<file path="config.mk">
export PLATFORM = sky130hd
export DESIGN_NAME = lpc_top
export DESIGN_NICKNAME = d
export VERILOG_FILES = /design/src/core/lpc_pkg.sv /design/src/core/lpc_edge.sv /design/src/core/lpc_top.sv
export VERILOG_INCLUDE_DIRS = /design/src /design/src/core
export SDC_FILE = /design/constraint.sdc
export NUM_CORES = 1
export LEC_CHECK = 0
export ABC_AREA = 1
export BUFFER_PORTS_ARGS = -buffer_cell sky130_fd_sc_hd__buf_2
export CAP_MARGIN = 0
export CORE_UTILIZATION = 28
export CTS_BUF_LIST = sky130_fd_sc_hd__clkbuf_4 sky130_fd_sc_hd__clkbuf_8
export CTS_CLUSTER_DIAMETER = 50
export DETAILED_ROUTE_END_ITERATION = 6
export HOLD_SLACK_MARGIN = 0.08
export SLEW_MARGIN = 25
export SYNTH_ARGS = -nofsm -noshare
export SYNTH_HDL_FRONTEND = slang
export SYNTH_SLANG_ARGS = --single-unit
</file>
<file path="constraint.sdc">
create_clock -name clk -period 5 [get_ports clk]
set_input_delay 0.5 -clock clk [delete_from_list [all_inputs] [get_ports clk]]
set_output_delay 0.5 -clock clk [all_outputs]
set_load 0.01 [all_outputs]
</file>
<file path="src/core/lpc_defines.svh">
// Constants for the channel printer controller: fields, codes, resets
`ifndef LPC_DEFINES_SVH
`define LPC_DEFINES_SVH
// Instruction function codes on io_func
`define LPC_FN_NIO        3'h0
`define LPC_FN_LOAD_FMT   3'h1
`define LPC_FN_LOAD_ADDR  3'h2
`define LPC_FN_LOAD_COUNT 3'h3
`define LPC_FN_READ_STAT  3'h4
`define LPC_FN_READ_ADDR  3'h5
`define LPC_FN_READ_COUNT 3'h6
// Flag control codes on io_flag
`define LPC_FLAG_NONE     2'h0
`define LPC_FLAG_START    2'h1
`define LPC_FLAG_CLEAR    2'h2
`define LPC_FLAG_PULSE    2'h3
// Accumulator fields, bit 0 is the most significant bit of the word
`define LPC_ACC_FMT_BIT   15
`define LPC_ACC_BP_BIT    0
`define LPC_STAT_CHG_BIT  2
`define LPC_STAT_RDY_BIT  1
// Reset values
`define LPC_RST_COUNT     16'h0000
`define LPC_RST_ADDR      15'h0000
`define LPC_RST_FMT_DIS   1'b1
// Default device code, arbitrary value
`define LPC_DEV_CODE      6'h0F
`endif

</file>
<file path="src/core/lpc_pkg.sv">
// Types shared by the channel printer controller
package lpc_pkg;
	typedef enum logic [1:0] {
		LPC_IDLE,
		LPC_FETCH,
		LPC_SEND
	} lpc_state_type;
endpackage

</file>
<file path="src/core/lpc_edge.sv">
// Change detector for the printer ready line
module lpc_edge (
	// Clock and reset
	input  wire logic clk,
	input  wire logic rst_n,
	// Watched level and change pulse
	input  wire logic level_in,
	output logic      changed
);
	logic last;
	logic primed;

	// Prime after reset so the first sample raises no false change
	always_ff @(posedge clk) begin
		if (!rst_n) begin
			last   <= 1'b0;
			primed <= 1'b0;
		end else begin
			last   <= level_in;
			primed <= 1'b1;
		end
	end

	assign changed = primed & (last != level_in);
endmodule

</file>
<file path="src/core/lpc_top.sv">
// Data channel line printer controller: I/O bus side, channel fetch, byte unpacker
//
// Contract
// - Read-count returns full 16-bit two's-complement remaining count in bits 0-15.
// - After returning the count, busy and done follow that instruction's flag field.
// - Block data is fetched by data channel, each word holding two bytes.
// - One block may hold up to 65,536 bytes, that is 32,768 words; a zero count starts no transfer, so at most 65,535 bytes move.
// - Data movement begins only on the start flag command.
// - Words unpack high byte (bits 0-7) first; each byte strobed separately.
// - When all bytes are moved, request a data channel completion interrupt.
// - Byte indicator zero starts at high byte; one starts at low byte.
// - Starting low skips first word's high byte, then next word's high byte.
// - Odd count from high, even from low: only final word's high byte.
// - Any ready line change sets status-change flag and raises program interrupt.
// - Read-status presents status-change flag in accumulator bit 13.
// - Start sets busy, clears done, and begins the block transfer.
// - Clear zeroes busy, done and status-change, stopping any operation.
// - System I/O clear acts as clear, sets format disable, zeroes counters.
`include "lpc_defines.svh"
module lpc_top
	import lpc_pkg::*;
#(
	parameter logic [5:0] DEV_CODE = `LPC_DEV_CODE
) (
	// Clock and reset
	input  wire logic        clk,
	input  wire logic        rst_n,
	// Processor I/O bus instruction port
	input  wire logic        io_strobe,
	input  wire logic [5:0]  io_device,
	input  wire logic [2:0]  io_func,
	input  wire logic [1:0]  io_flag,
	input  wire logic [15:0] io_wdata,
	input  wire logic        system_io_clear,
	output logic [15:0]      io_rdata,
	output logic             io_rvalid,
	// Data channel read port
	output logic             dch_req,
	output logic [14:0]      dch_addr,
	input  wire logic        dch_ack,
	input  wire logic [15:0] dch_data,
	// Printer side
	input  wire logic        prn_ready,
	output logic             prn_strobe,
	output logic [7:0]       prn_data,
	// Status and interrupts
	output logic             busy,
	output logic             done,
	output logic             status_change,
	output logic             format_disable,
	output logic             prog_irq,
	output logic             dch_irq
);
	lpc_state_type state;
	logic [15:0]   transfer_length_count;
	logic [14:0]   word_addr;
	logic          byte_ptr;
	logic [15:0]   word_buf;
	logic          sel;
	logic          clear_cmd;
	logic          start_cmd;
	logic          ready_changed;
	logic          last_byte;
	logic [15:0]   next_count;

	// Instruction decode; the flag field acts after the data part of the same cycle
	assign sel       = io_strobe && (io_device == DEV_CODE);
	assign clear_cmd = system_io_clear || (sel && io_flag == `LPC_FLAG_CLEAR);
	assign start_cmd = sel && io_flag == `LPC_FLAG_START;
	assign next_count = transfer_length_count + 16'h0001;
	assign last_byte  = (next_count == 16'h0000);

	// Ready line watcher
	lpc_edge u_ready_watch (
		.clk      (clk),
		.rst_n    (rst_n),
		.level_in (prn_ready),
		.changed  (ready_changed)
	);

	// Read data; registered so the answer appears one cycle after the strobe
	always_ff @(posedge clk) begin
		if (!rst_n) begin
			io_rdata  <= 16'h0000;
			io_rvalid <= 1'b0;
		end else begin
			io_rvalid <= 1'b0;
			if (sel) begin
				case (io_func)
					`LPC_FN_READ_COUNT: begin
						io_rdata  <= transfer_length_count;
						io_rvalid <= 1'b1;
					end
					`LPC_FN_READ_STAT: begin
						io_rdata  <= 16'h0000;
						io_rdata[`LPC_STAT_CHG_BIT] <= status_change;
						io_rdata[`LPC_STAT_RDY_BIT] <= prn_ready;
						io_rvalid <= 1'b1;
					end
					`LPC_FN_READ_ADDR: begin
						io_rdata  <= {word_addr, byte_ptr};
						io_rvalid <= 1'b1;
					end
					default: begin
						io_rdata <= io_rdata;
					end
				endcase
			end
		end
	end

	// Format disable flag; bit 0 of the word sits in the msb
	always_ff @(posedge clk) begin
		if (!rst_n) begin
			format_disable <= `LPC_RST_FMT_DIS;
		end else if (system_io_clear) begin
			format_disable <= `LPC_RST_FMT_DIS;
		end else if (sel && io_func == `LPC_FN_LOAD_FMT) begin
			format_disable <= io_wdata[`LPC_ACC_FMT_BIT];
		end
	end

	// Status change flag; a new change wins over a clear in the same cycle
	always_ff @(posedge clk) begin
		if (!rst_n) begin
			status_change <= 1'b0;
		end else if (ready_changed) begin
			status_change <= 1'b1;
		end else if (clear_cmd) begin
			status_change <= 1'b0;
		end
	end

	// Program interrupt follows done or a pending status change
	assign prog_irq = done | status_change;

	// Counter, address and byte pointer: loads and per-byte updates
	always_ff @(posedge clk) begin
		if (!rst_n || system_io_clear) begin
			transfer_length_count <= `LPC_RST_COUNT;
			word_addr             <= `LPC_RST_ADDR;
			byte_ptr              <= 1'b0;
		end else if (state == LPC_SEND) begin
			transfer_length_count <= next_count;
			if (byte_ptr || last_byte) begin
				word_addr <= word_addr + 15'h0001;
				byte_ptr  <= 1'b0;
			end else begin
				byte_ptr <= 1'b1;
			end
		end else if (sel && state == LPC_IDLE) begin
			// Loads accepted only between blocks so a running block stays coherent
			if (io_func == `LPC_FN_LOAD_ADDR) begin
				word_addr <= io_wdata[15:1];
				byte_ptr  <= io_wdata[`LPC_ACC_BP_BIT];
			end else if (io_func == `LPC_FN_LOAD_COUNT) begin
				transfer_length_count <= io_wdata;
			end
		end
	end

	// Transfer sequencer: fetch a word when needed, then send bytes one by one
	always_ff @(posedge clk) begin
		if (!rst_n || clear_cmd) begin
			state <= LPC_IDLE;
		end else begin
			case (state)
				LPC_IDLE: begin
					if (start_cmd && transfer_length_count != 16'h0000) begin
						state <= LPC_FETCH;
					end
				end
				LPC_FETCH: begin
					if (dch_ack) begin
						state <= LPC_SEND;
					end
				end
				LPC_SEND: begin
					if (last_byte) begin
						state <= LPC_IDLE;
					end else if (byte_ptr) begin
						state <= LPC_FETCH;
					end else begin
						state <= LPC_SEND;
					end
				end
				default: begin
					state <= LPC_IDLE;
				end
			endcase
		end
	end

	// Fetched word holding register
	always_ff @(posedge clk) begin
		if (!rst_n) begin
			word_buf <= 16'h0000;
		end else if (state == LPC_FETCH && dch_ack) begin
			word_buf <= dch_data;
		end
	end

	assign dch_req  = (state == LPC_FETCH);
	assign dch_addr = word_addr;

	// Byte strobe; high byte (bits 0-7, the upper lane) goes first
	always_ff @(posedge clk) begin
		if (!rst_n) begin
			prn_strobe <= 1'b0;
			prn_data   <= 8'h00;
		end else begin
			prn_strobe <= (state == LPC_SEND) && !clear_cmd;
			if (state == LPC_SEND) begin
				prn_data <= byte_ptr ? word_buf[7:0] : word_buf[15:8];
			end
		end
	end

	// Busy and done; flag field applies after any read of the same instruction
	always_ff @(posedge clk) begin
		if (!rst_n || clear_cmd) begin
			busy <= 1'b0;
			done <= 1'b0;
		end else if (start_cmd) begin
			busy <= 1'b1;
			done <= 1'b0;
		end else if (state == LPC_SEND && last_byte) begin
			busy <= 1'b0;
			done <= 1'b1;
		end
	end

	// Completion interrupt pulse when the last byte leaves
	always_ff @(posedge clk) begin
		if (!rst_n) begin
			dch_irq <= 1'b0;
		end else begin
			dch_irq <= state == LPC_SEND && last_byte && !clear_cmd;
		end
	end
endmodule

</file>
==> results of run 1 <==
-- Yosys cell counts --
library cell    n  area, sq um
a21boi_0        1         7.51
a21oi_1        72          360
a221oi_1        1         8.76
a22oi_1         1         7.51
a31oi_1        14         87.6
buf_1           2         7.51
buf_2           4         20.0
buf_6           3         33.8
clkbuf_1       21         78.8
clkinv_1        2         7.51
dfxtp_1        83         1660
ha_1            4         50.1
inv_1          57          214
inv_2           1         3.75
nand2_1       185          694
nand2_2         2         12.5
nand2_4         1         11.3
nand3_1        60          300
nand3_2         2         20.0
nand3b_1        1         7.51
nand4_1        11         68.8
nor2_1         41          154
nor2_2          6         37.5
nor2_4          2         22.5
nor3_1          6         30.0
nor4_1          2         12.5
o21a_1          2         15.0
o21ai_0        42          210
o21ai_1         2         10.0
o22ai_1        14         87.6
o31ai_1         1         7.51
xor2_1          3         26.3
-- logic make-up (layout without fill, tap and decap cells) --
kind of cell | count (synthesis) | after routing | share of synthesized area
AND/OR/NAND/NOR | 319 | 319 | 0.321
AO/OA/AOI/OAI | 150 | 150 | 0.188
buffers and inverters | 90 | 176 | 0.0854
flip-flops | 83 | 83 | 0.389
adder cells (fa/ha/maj) | 4 | 4 | 0.0117
XOR/XNOR | 3 | 3 | 0.00615
-- worst max-delay path: cells and delay by family, from the launching register on --
kind            cells  cell delay, ns
compound gates      3            0.57
simple gates        2            0.36
buf+inv             2            1.05
flops               1            0.42
-- final cells by class --
class	instances	area share
Inverter	60	0.0443
Sequential cell	83	0.327
Clock inverter	6	0.0125
Clock buffer	10	0.0270
Tap cell	184	0.0452
Timing Repair Buffer	100	0.100
Multi-Input combinational cell	476	0.444
-- flip-flops by register name, indices dropped and copies added, names as in the netlist, 2 cells and up --
signal and flops:
dch_addr 15, io_rdata 16, prn_data 8, state 2, transfer_length_count 16, word_buf 16
-- stage by stage --
stage / hold WS [ns] / std cells
final: 0.371 / 919
after global routing: 0.378 / 919
after CTS: 0.364 / 919
after detailed placement: 0.442 / 903
after global placement: 0.447 / 903
after floorplan: 0.435 / 649
-- report_power, final --
part           switching (mW)  total, mW  internal (mW)
combinational          0.0373     0.0598         0.0225
clock                   0.265      0.510          0.245
sequential           0.000722      0.663          0.662
-- per-layer routing --
metal	vias to the layer above	track usage	wire [um]
li1	2326	-	-
met1	2028	0.252	6680
met2	142	0.252	5460
met3	12	0.0317	864
met4	0	0.0538	188
met5	-	0	0
-- worst paths after layout --
path,from,endpoint,depth (start not counted)
max,state[0],transfer_length_count[8],7
min,prn_ready,u_ready_watch.last,3
max reg2reg,state[0],transfer_length_count[8],7
min reg2reg,word_buf[7],prn_data[7],2
==> impl_results.md, run 1 <==
- Path type of the worst setup path: flip-flop to flip-flop
- Register area: 0.00166 sq mm
- Final Cell Area: 0.00509 sq mm
- Critical path fanouts, max: 32
- Core ar.: 0.0147 sq mm
- Area grow syn2layout: 19.0%
- Final setup vio count: 0
- Average wire per standard cell: between 10 and 15 um
- Largest net degree at the start of global routing: 39
- Tot Pwr: 1.23 mW
- Post-Place Setup Slack: 2.43 ns
- CTS tree: yes
- Clock tree buffer depth: 2
- Post-route setup slack: 2.46 ns
- Total CTS buffers: 9
- Final Cycle Share: 0.509
- R2R Setup Slk: 2.46 ns
- Synthesized flop and latch total: 83
- Skew-Pair Late Insertion Delay: 0.37 ns
- Hold WC Path Type: primary input to flip-flop
- Die width: 126 um
- Final WL: roughly 13,000 um
- Die ar.: around 0.016 sq mm
- Rel. slew slack: 0.331
- Post-CTS sizing: 0
- Filler cell count: approximately 1,600
- VDD IR max: between 0.0001 and 0.00015 V
- Seq/Total Area, Yosys: 0.389
- Clock Tree Root: clkbuf_8
- 1st-iter DRT viols: 366
- Hold-fix buffers, CTS: 0
- RD Place Congestion: roughly 0.85
- Setup_tns: 0 ns
- Syn nets: ~700
- GRT overflow: 0
- Mean Syn Cell Area: ~6.6 sq um
- Worst path max stage delay: 0.72 ns
- Post-DP HPWL: 10,000 um
- Max-cap check violation count: 0
- I/O Buffers: 96
- Reg clk slew, reported paths: 0.09 ns
- Final Hold Fails: 0
- First-pass GRT wire length: 21,300 um
- Yosys warnings: 0
- Most frequent cells in the layout: nand2_1 (185), buf_2 (96), dfxtp_1 (83)
- Postcts setup bufs: 0
- Sink Count: 83
- Crit-path cells: nor2_2 -> inv_1 -> o21ai_0 -> nand2_1 -> inv_1 -> o21ai_0 -> a31oi_1
- Distinct cell type count after synthesis: 32
- Failing checks: design-rule violations
- Initial antenna violation count: 0
- RSZ-0062 raised after global routing: false
- Post-Synthesis Cells: 649
- Final min period: 2.54 ns
- Power Dens Cells: ~240 mW/mm^2
- Clk_skew: 0.00920 ns
- I/O pin total: 97
- Routed vias/inst: approximately 5
- Crit path DAT: 2.77 ns
- Worst Setup End Kind: flip-flop
- Final Core Density: 0.346
- Row count: 44
- Leakage power: 2.09 nW
- Vias: 4,508
- Post-place instance area: 0.00488 sq mm
- Synthesized cell area: between 0.004 and 0.005 sq mm
- Area taken by multi-input logic gates: 0.00226 sq mm
- GR Util All Layers: 0.172
- Final nets: 783
- Status: finished, violations left
- Fmax: approximately 390 MHz
- Final ANT Viol Nets: 0
- Actual slew at the worst max-slew pin: 1.00 ns
- Clock H-tree levels: 3
- Critical Path Slowest Stage Cell: inv_1
- Die Span Y: about 130 um
- Leading cell type in the layout, fill and taps excluded: nand2_1
- TritonRoute pass-1 iters: 7
- Initial Util: 0.291
- Number of global-route vias before repair: slightly above 4,000
- # diodes: 0
- DRC viols: 5
- Max-slew violations: 0
- Layout cells sized above 1: 0.181
- Req. time, crit path: about 5.2 ns
- Critical path startpoint category: flip-flop
Power figures use the tool's default switching activity.
==> run 2: changes to the inputs <==
==> constraint.sdc (replaced) <==
create_clock -name clk -period 2.6 [get_ports clk]
set_input_delay 0.26 -clock clk [delete_from_list [all_inputs] [get_ports clk]]
set_output_delay 0.26 -clock clk [all_outputs]
set_load 0.01 [all_outputs]
==> run 2 against run 1 <==
Effect of this change:
- the flow still finishes with violations (design-rule violations)
- fmax grew 10%
- total power rose by 99%
- cell count rose by 0.76%
- critical path depth increased by 7
- clock skew grew 0.00061 ns
- sequential cell count unchanged
- die area unchanged
==> impl_results.md, run 2 (synthesis gave the netlist of run 1 again) <==
- Failing checks: design-rule violations (unchanged)
- Crit path max-delay family: simple AND/OR/NAND/NOR gates (was buffers and inverters)
- Hold WC Path Type: primary input to flip-flop (unchanged)
- Final Hold Fails: 0 (unchanged)
- TritonRoute pass-1 iters: 7 (unchanged)
- Clock power share: 0.433 (was 0.414)
- Post-DP HPWL: 10,000 um (about the same)
- Fmax: 433 MHz (was 393 MHz)
- Clk_skew: 0.00981 ns (was 0.00920 ns)
- Combinational power share: 0.049 (about the same)
- I/O pin total: 97 (unchanged)
- Routed vias/inst: 4.94 (was 4.91)
- Hold-fix buffers, CTS: 0 (unchanged)
- Max-slew violations: 0 (unchanged)
- Area grow syn2layout: 20.6% (was 19.0%)
- Clock H-tree levels: 3 (unchanged)
- GR Util All Layers: 0.172 (about the same)
- Initial Util: 0.291 (unchanged)
- CP bufs+invs: 0 (was 2)
- Post-CTS sizing: 0 (unchanged)
- Rel. slew slack: 0.577 (was 0.331)
- Final ANT Viol Nets: 0 (unchanged)
- Tot Pwr: 2.46 mW (was 1.23 mW)
- Most frequent cells in the layout: nand2_1 (185), buf_2 (96), dfxtp_1 (83) (unchanged)
- Die ar.: 0.0158 sq mm (unchanged)
- CTS tree: yes (unchanged)
- VDD IR max: 0.000202 V (was 0.000115 V)
- Average wire per standard cell: 14.5 um (was 14.4 um)
- Most used cell, CP: nand2_1
- Sink Count: 83 (unchanged)
- First-pass GRT wire length: 21,500 um (was 21,300 um)
- Actual slew at the worst max-slew pin: 0.633 ns (was 1.00 ns)
- Final min period: 2.31 ns (was 2.54 ns)
- Critical path fanouts, max: 22 (was 32)
- Initial antenna violation count: 0 (unchanged)
- Largest net degree at the start of global routing: 39 (unchanged)
- Leakage power: 2.12 nW (was 2.09 nW)
- Clock tree buffer depth: 2 (unchanged)
- RD Place Congestion: 0.874 (was 0.849)
- Clock Tree Root: clkbuf_8 (unchanged)
- Leading cell type in the layout, fill and taps excluded: nand2_1 (unchanged)
- Max-cap check violation count: 0 (unchanged)
- Req. time, crit path: 2.86 ns (was 5.23 ns)
- Die Span Y: 126 um (unchanged)
- Sw Ratio: 0.240 (was 0.246)
- Number of global-route vias before repair: 4,037 (was 4,052)
- Core ar.: 0.0147 sq mm (unchanged)
- Layout cells sized above 1: 0.186 (was 0.181)
- Die width: 126 um (unchanged)
- Final nets: 789 (was 783)
- Status: finished, violations left (unchanged)
- Worst path max stage delay: 0.43 ns (was 0.72 ns)
- Path type of the worst setup path: flip-flop to flip-flop (unchanged)
- Row count: 44 (unchanged)
- Final Cycle Share: 0.889 (was 0.509)
- Internal power: 1.87 mW (was 930 uW)
- Skew-Pair Late Insertion Delay: 0.37 ns (about the same)
- Critical Path Slowest Stage Cell: dfxtp_1 (was inv_1)
- Vias: 4,579 (was 4,508)
- 1st-iter DRT viols: 279 (was 366)
- Postcts setup bufs: 0 (unchanged)
- Sequential power share: 0.519 (was 0.538)
- Largest regs: io_rdata x16, transfer_length_count x16, word_buf x16 (unchanged)
- Power Dens Cells: 476 mW/mm^2 (was 242 mW/mm^2)
- DRC viols: 10 (was 5)
- Worst Setup End Kind: flip-flop (unchanged)
- Crit path DAT: 2.57 ns (was 2.77 ns)
- Final WL: 13,400 um (was 13,200 um)
- I/O Buffers: 96 (unchanged)
- Final setup vio count: 0 (unchanged)
- Psw: 591 uW (was 303 uW)
- GRT overflow: 0 (unchanged)
- Setup_tns: 0 ns (unchanged)
- Filler cell count: 1,568 (was 1,597)
- Total CTS buffers: 9 (unchanged)
- Critical path startpoint category: flip-flop (unchanged)
- Crit-path cells: ha_1 -> nand2_2 -> nor2_4 -> nand2_1 -> nand2_1 -> nand2_1 -> nor2_1 -> nand2_1 -> nor2_2 -> nand3_2 -> nand2_4 -> nand2_2 -> nor2_1 -> nor2_1 (was nor2_2 -> inv_1 -> o21ai_0 -> nand2_1 -> inv_1 -> o21ai_0 -> a31oi_1)
- Reg clk slew, reported paths: 0.09 ns (about the same)
- RSZ-0062 raised after global routing: false (unchanged)
run 2: cell types whose count changed in the layout (fill, tap and decap cells not counted):
cell,delta
clkinv_2,-3
inv_8,-1
nor2_1,+1
diode_2,+1
buf_4,+6
bufinv_16,+1
inv_6,+2
clkinvlp_4,+2
nor2_2,-1
clkbuf_8,-1
run 2: per-layer routing:
metal	GRT usage	vias to the layer above	routed length [um]
li1	-	2332	-
met1	0.261	2079	6910
met2	0.239	152	5510
met3	0.0300	16	798
met4	0.0595	0	204
met5	0	-	0
run 2: final timing paths:
check / startpoint / cells past startpoint / slack, ns / end
setup / recovery: transfer_length_count[0] / 14 / 0.29 / dch_addr[14]
hold / removal: prn_ready / 3 / 0.13 / u_ready_watch.last
setup reg to reg: transfer_length_count[0] / 14 / 0.29 / dch_addr[14]
hold reg to reg: word_buf[7] / 2 / 0.46 / prn_data[7]
run 2: worst reg2reg max path, stage by stage (launching register included):
cell     delay [ns]
dfxtp_1        0.43
ha_1           0.26
nand2_2        0.09
nor2_4         0.16
nand2_1        0.09
nand2_1        0.06
nand2_1        0.07
nor2_1         0.09
nand2_1        0.07
nor2_2         0.11
nand3_2        0.11
nand2_4        0.23
nand2_2        0.23
nor2_1         0.17
nor2_1         0.06
run 2: metrics by stage:
| stage | utilization | setup WS, ns | hold slack (ns) | instances | cell area [sq um] |
|---|---|---|---|---|---|
| floorplan | - | 0.747 | 0.288 | 649 | 4280 |
| global placement | 0.335 | 0.406 | 0.446 | 909 | 4930 |
| detailed placement | 0.335 | 0.308 | 0.446 | 909 | 4930 |
| CTS | 0.351 | 0.308 | 0.109 | 925 | 5150 |
| global route | 0.351 | 0.0421 | 0.148 | 925 | 5150 |
| finish | 0.351 | 0.289 | 0.127 | 926 | 5160 |
run 2: layout make-up:
| type | count | area, sq um | area share |
|---|---|---|---|
| diodes | 1 | 2.50 | 0.000485 |
| clock buffers | 9 | 124 | 0.0240 |
| clock inverters | 7 | 100 | 0.0194 |
| inverters | 60 | 225 | 0.0437 |
| multi-input cells | 476 | 2260 | 0.438 |
| flip-flops and latches | 83 | 1660 | 0.322 |
| well taps | 184 | 230 | 0.0446 |
| repair buffers | 106 | 556 | 0.108 |
run 2: power by group through the flow:
| stage | clock network, mW | registers, mW | logic [mW] |
|---|---|---|---|
| 6_report | 1.06 | 1.27 | 0.119 |
| 5_1_grt | 1.14 | 1.28 | 0.132 |
| 4_1_cts | 1.09 | 1.27 | 0.118 |
| 3_5_place_dp | 0 | 1.30 | 0.118 |
| 3_3_place_gp | 0 | 1.30 | 0.118 |
| 2_1_floorplan | 0 | 1.30 | 0.0543 |
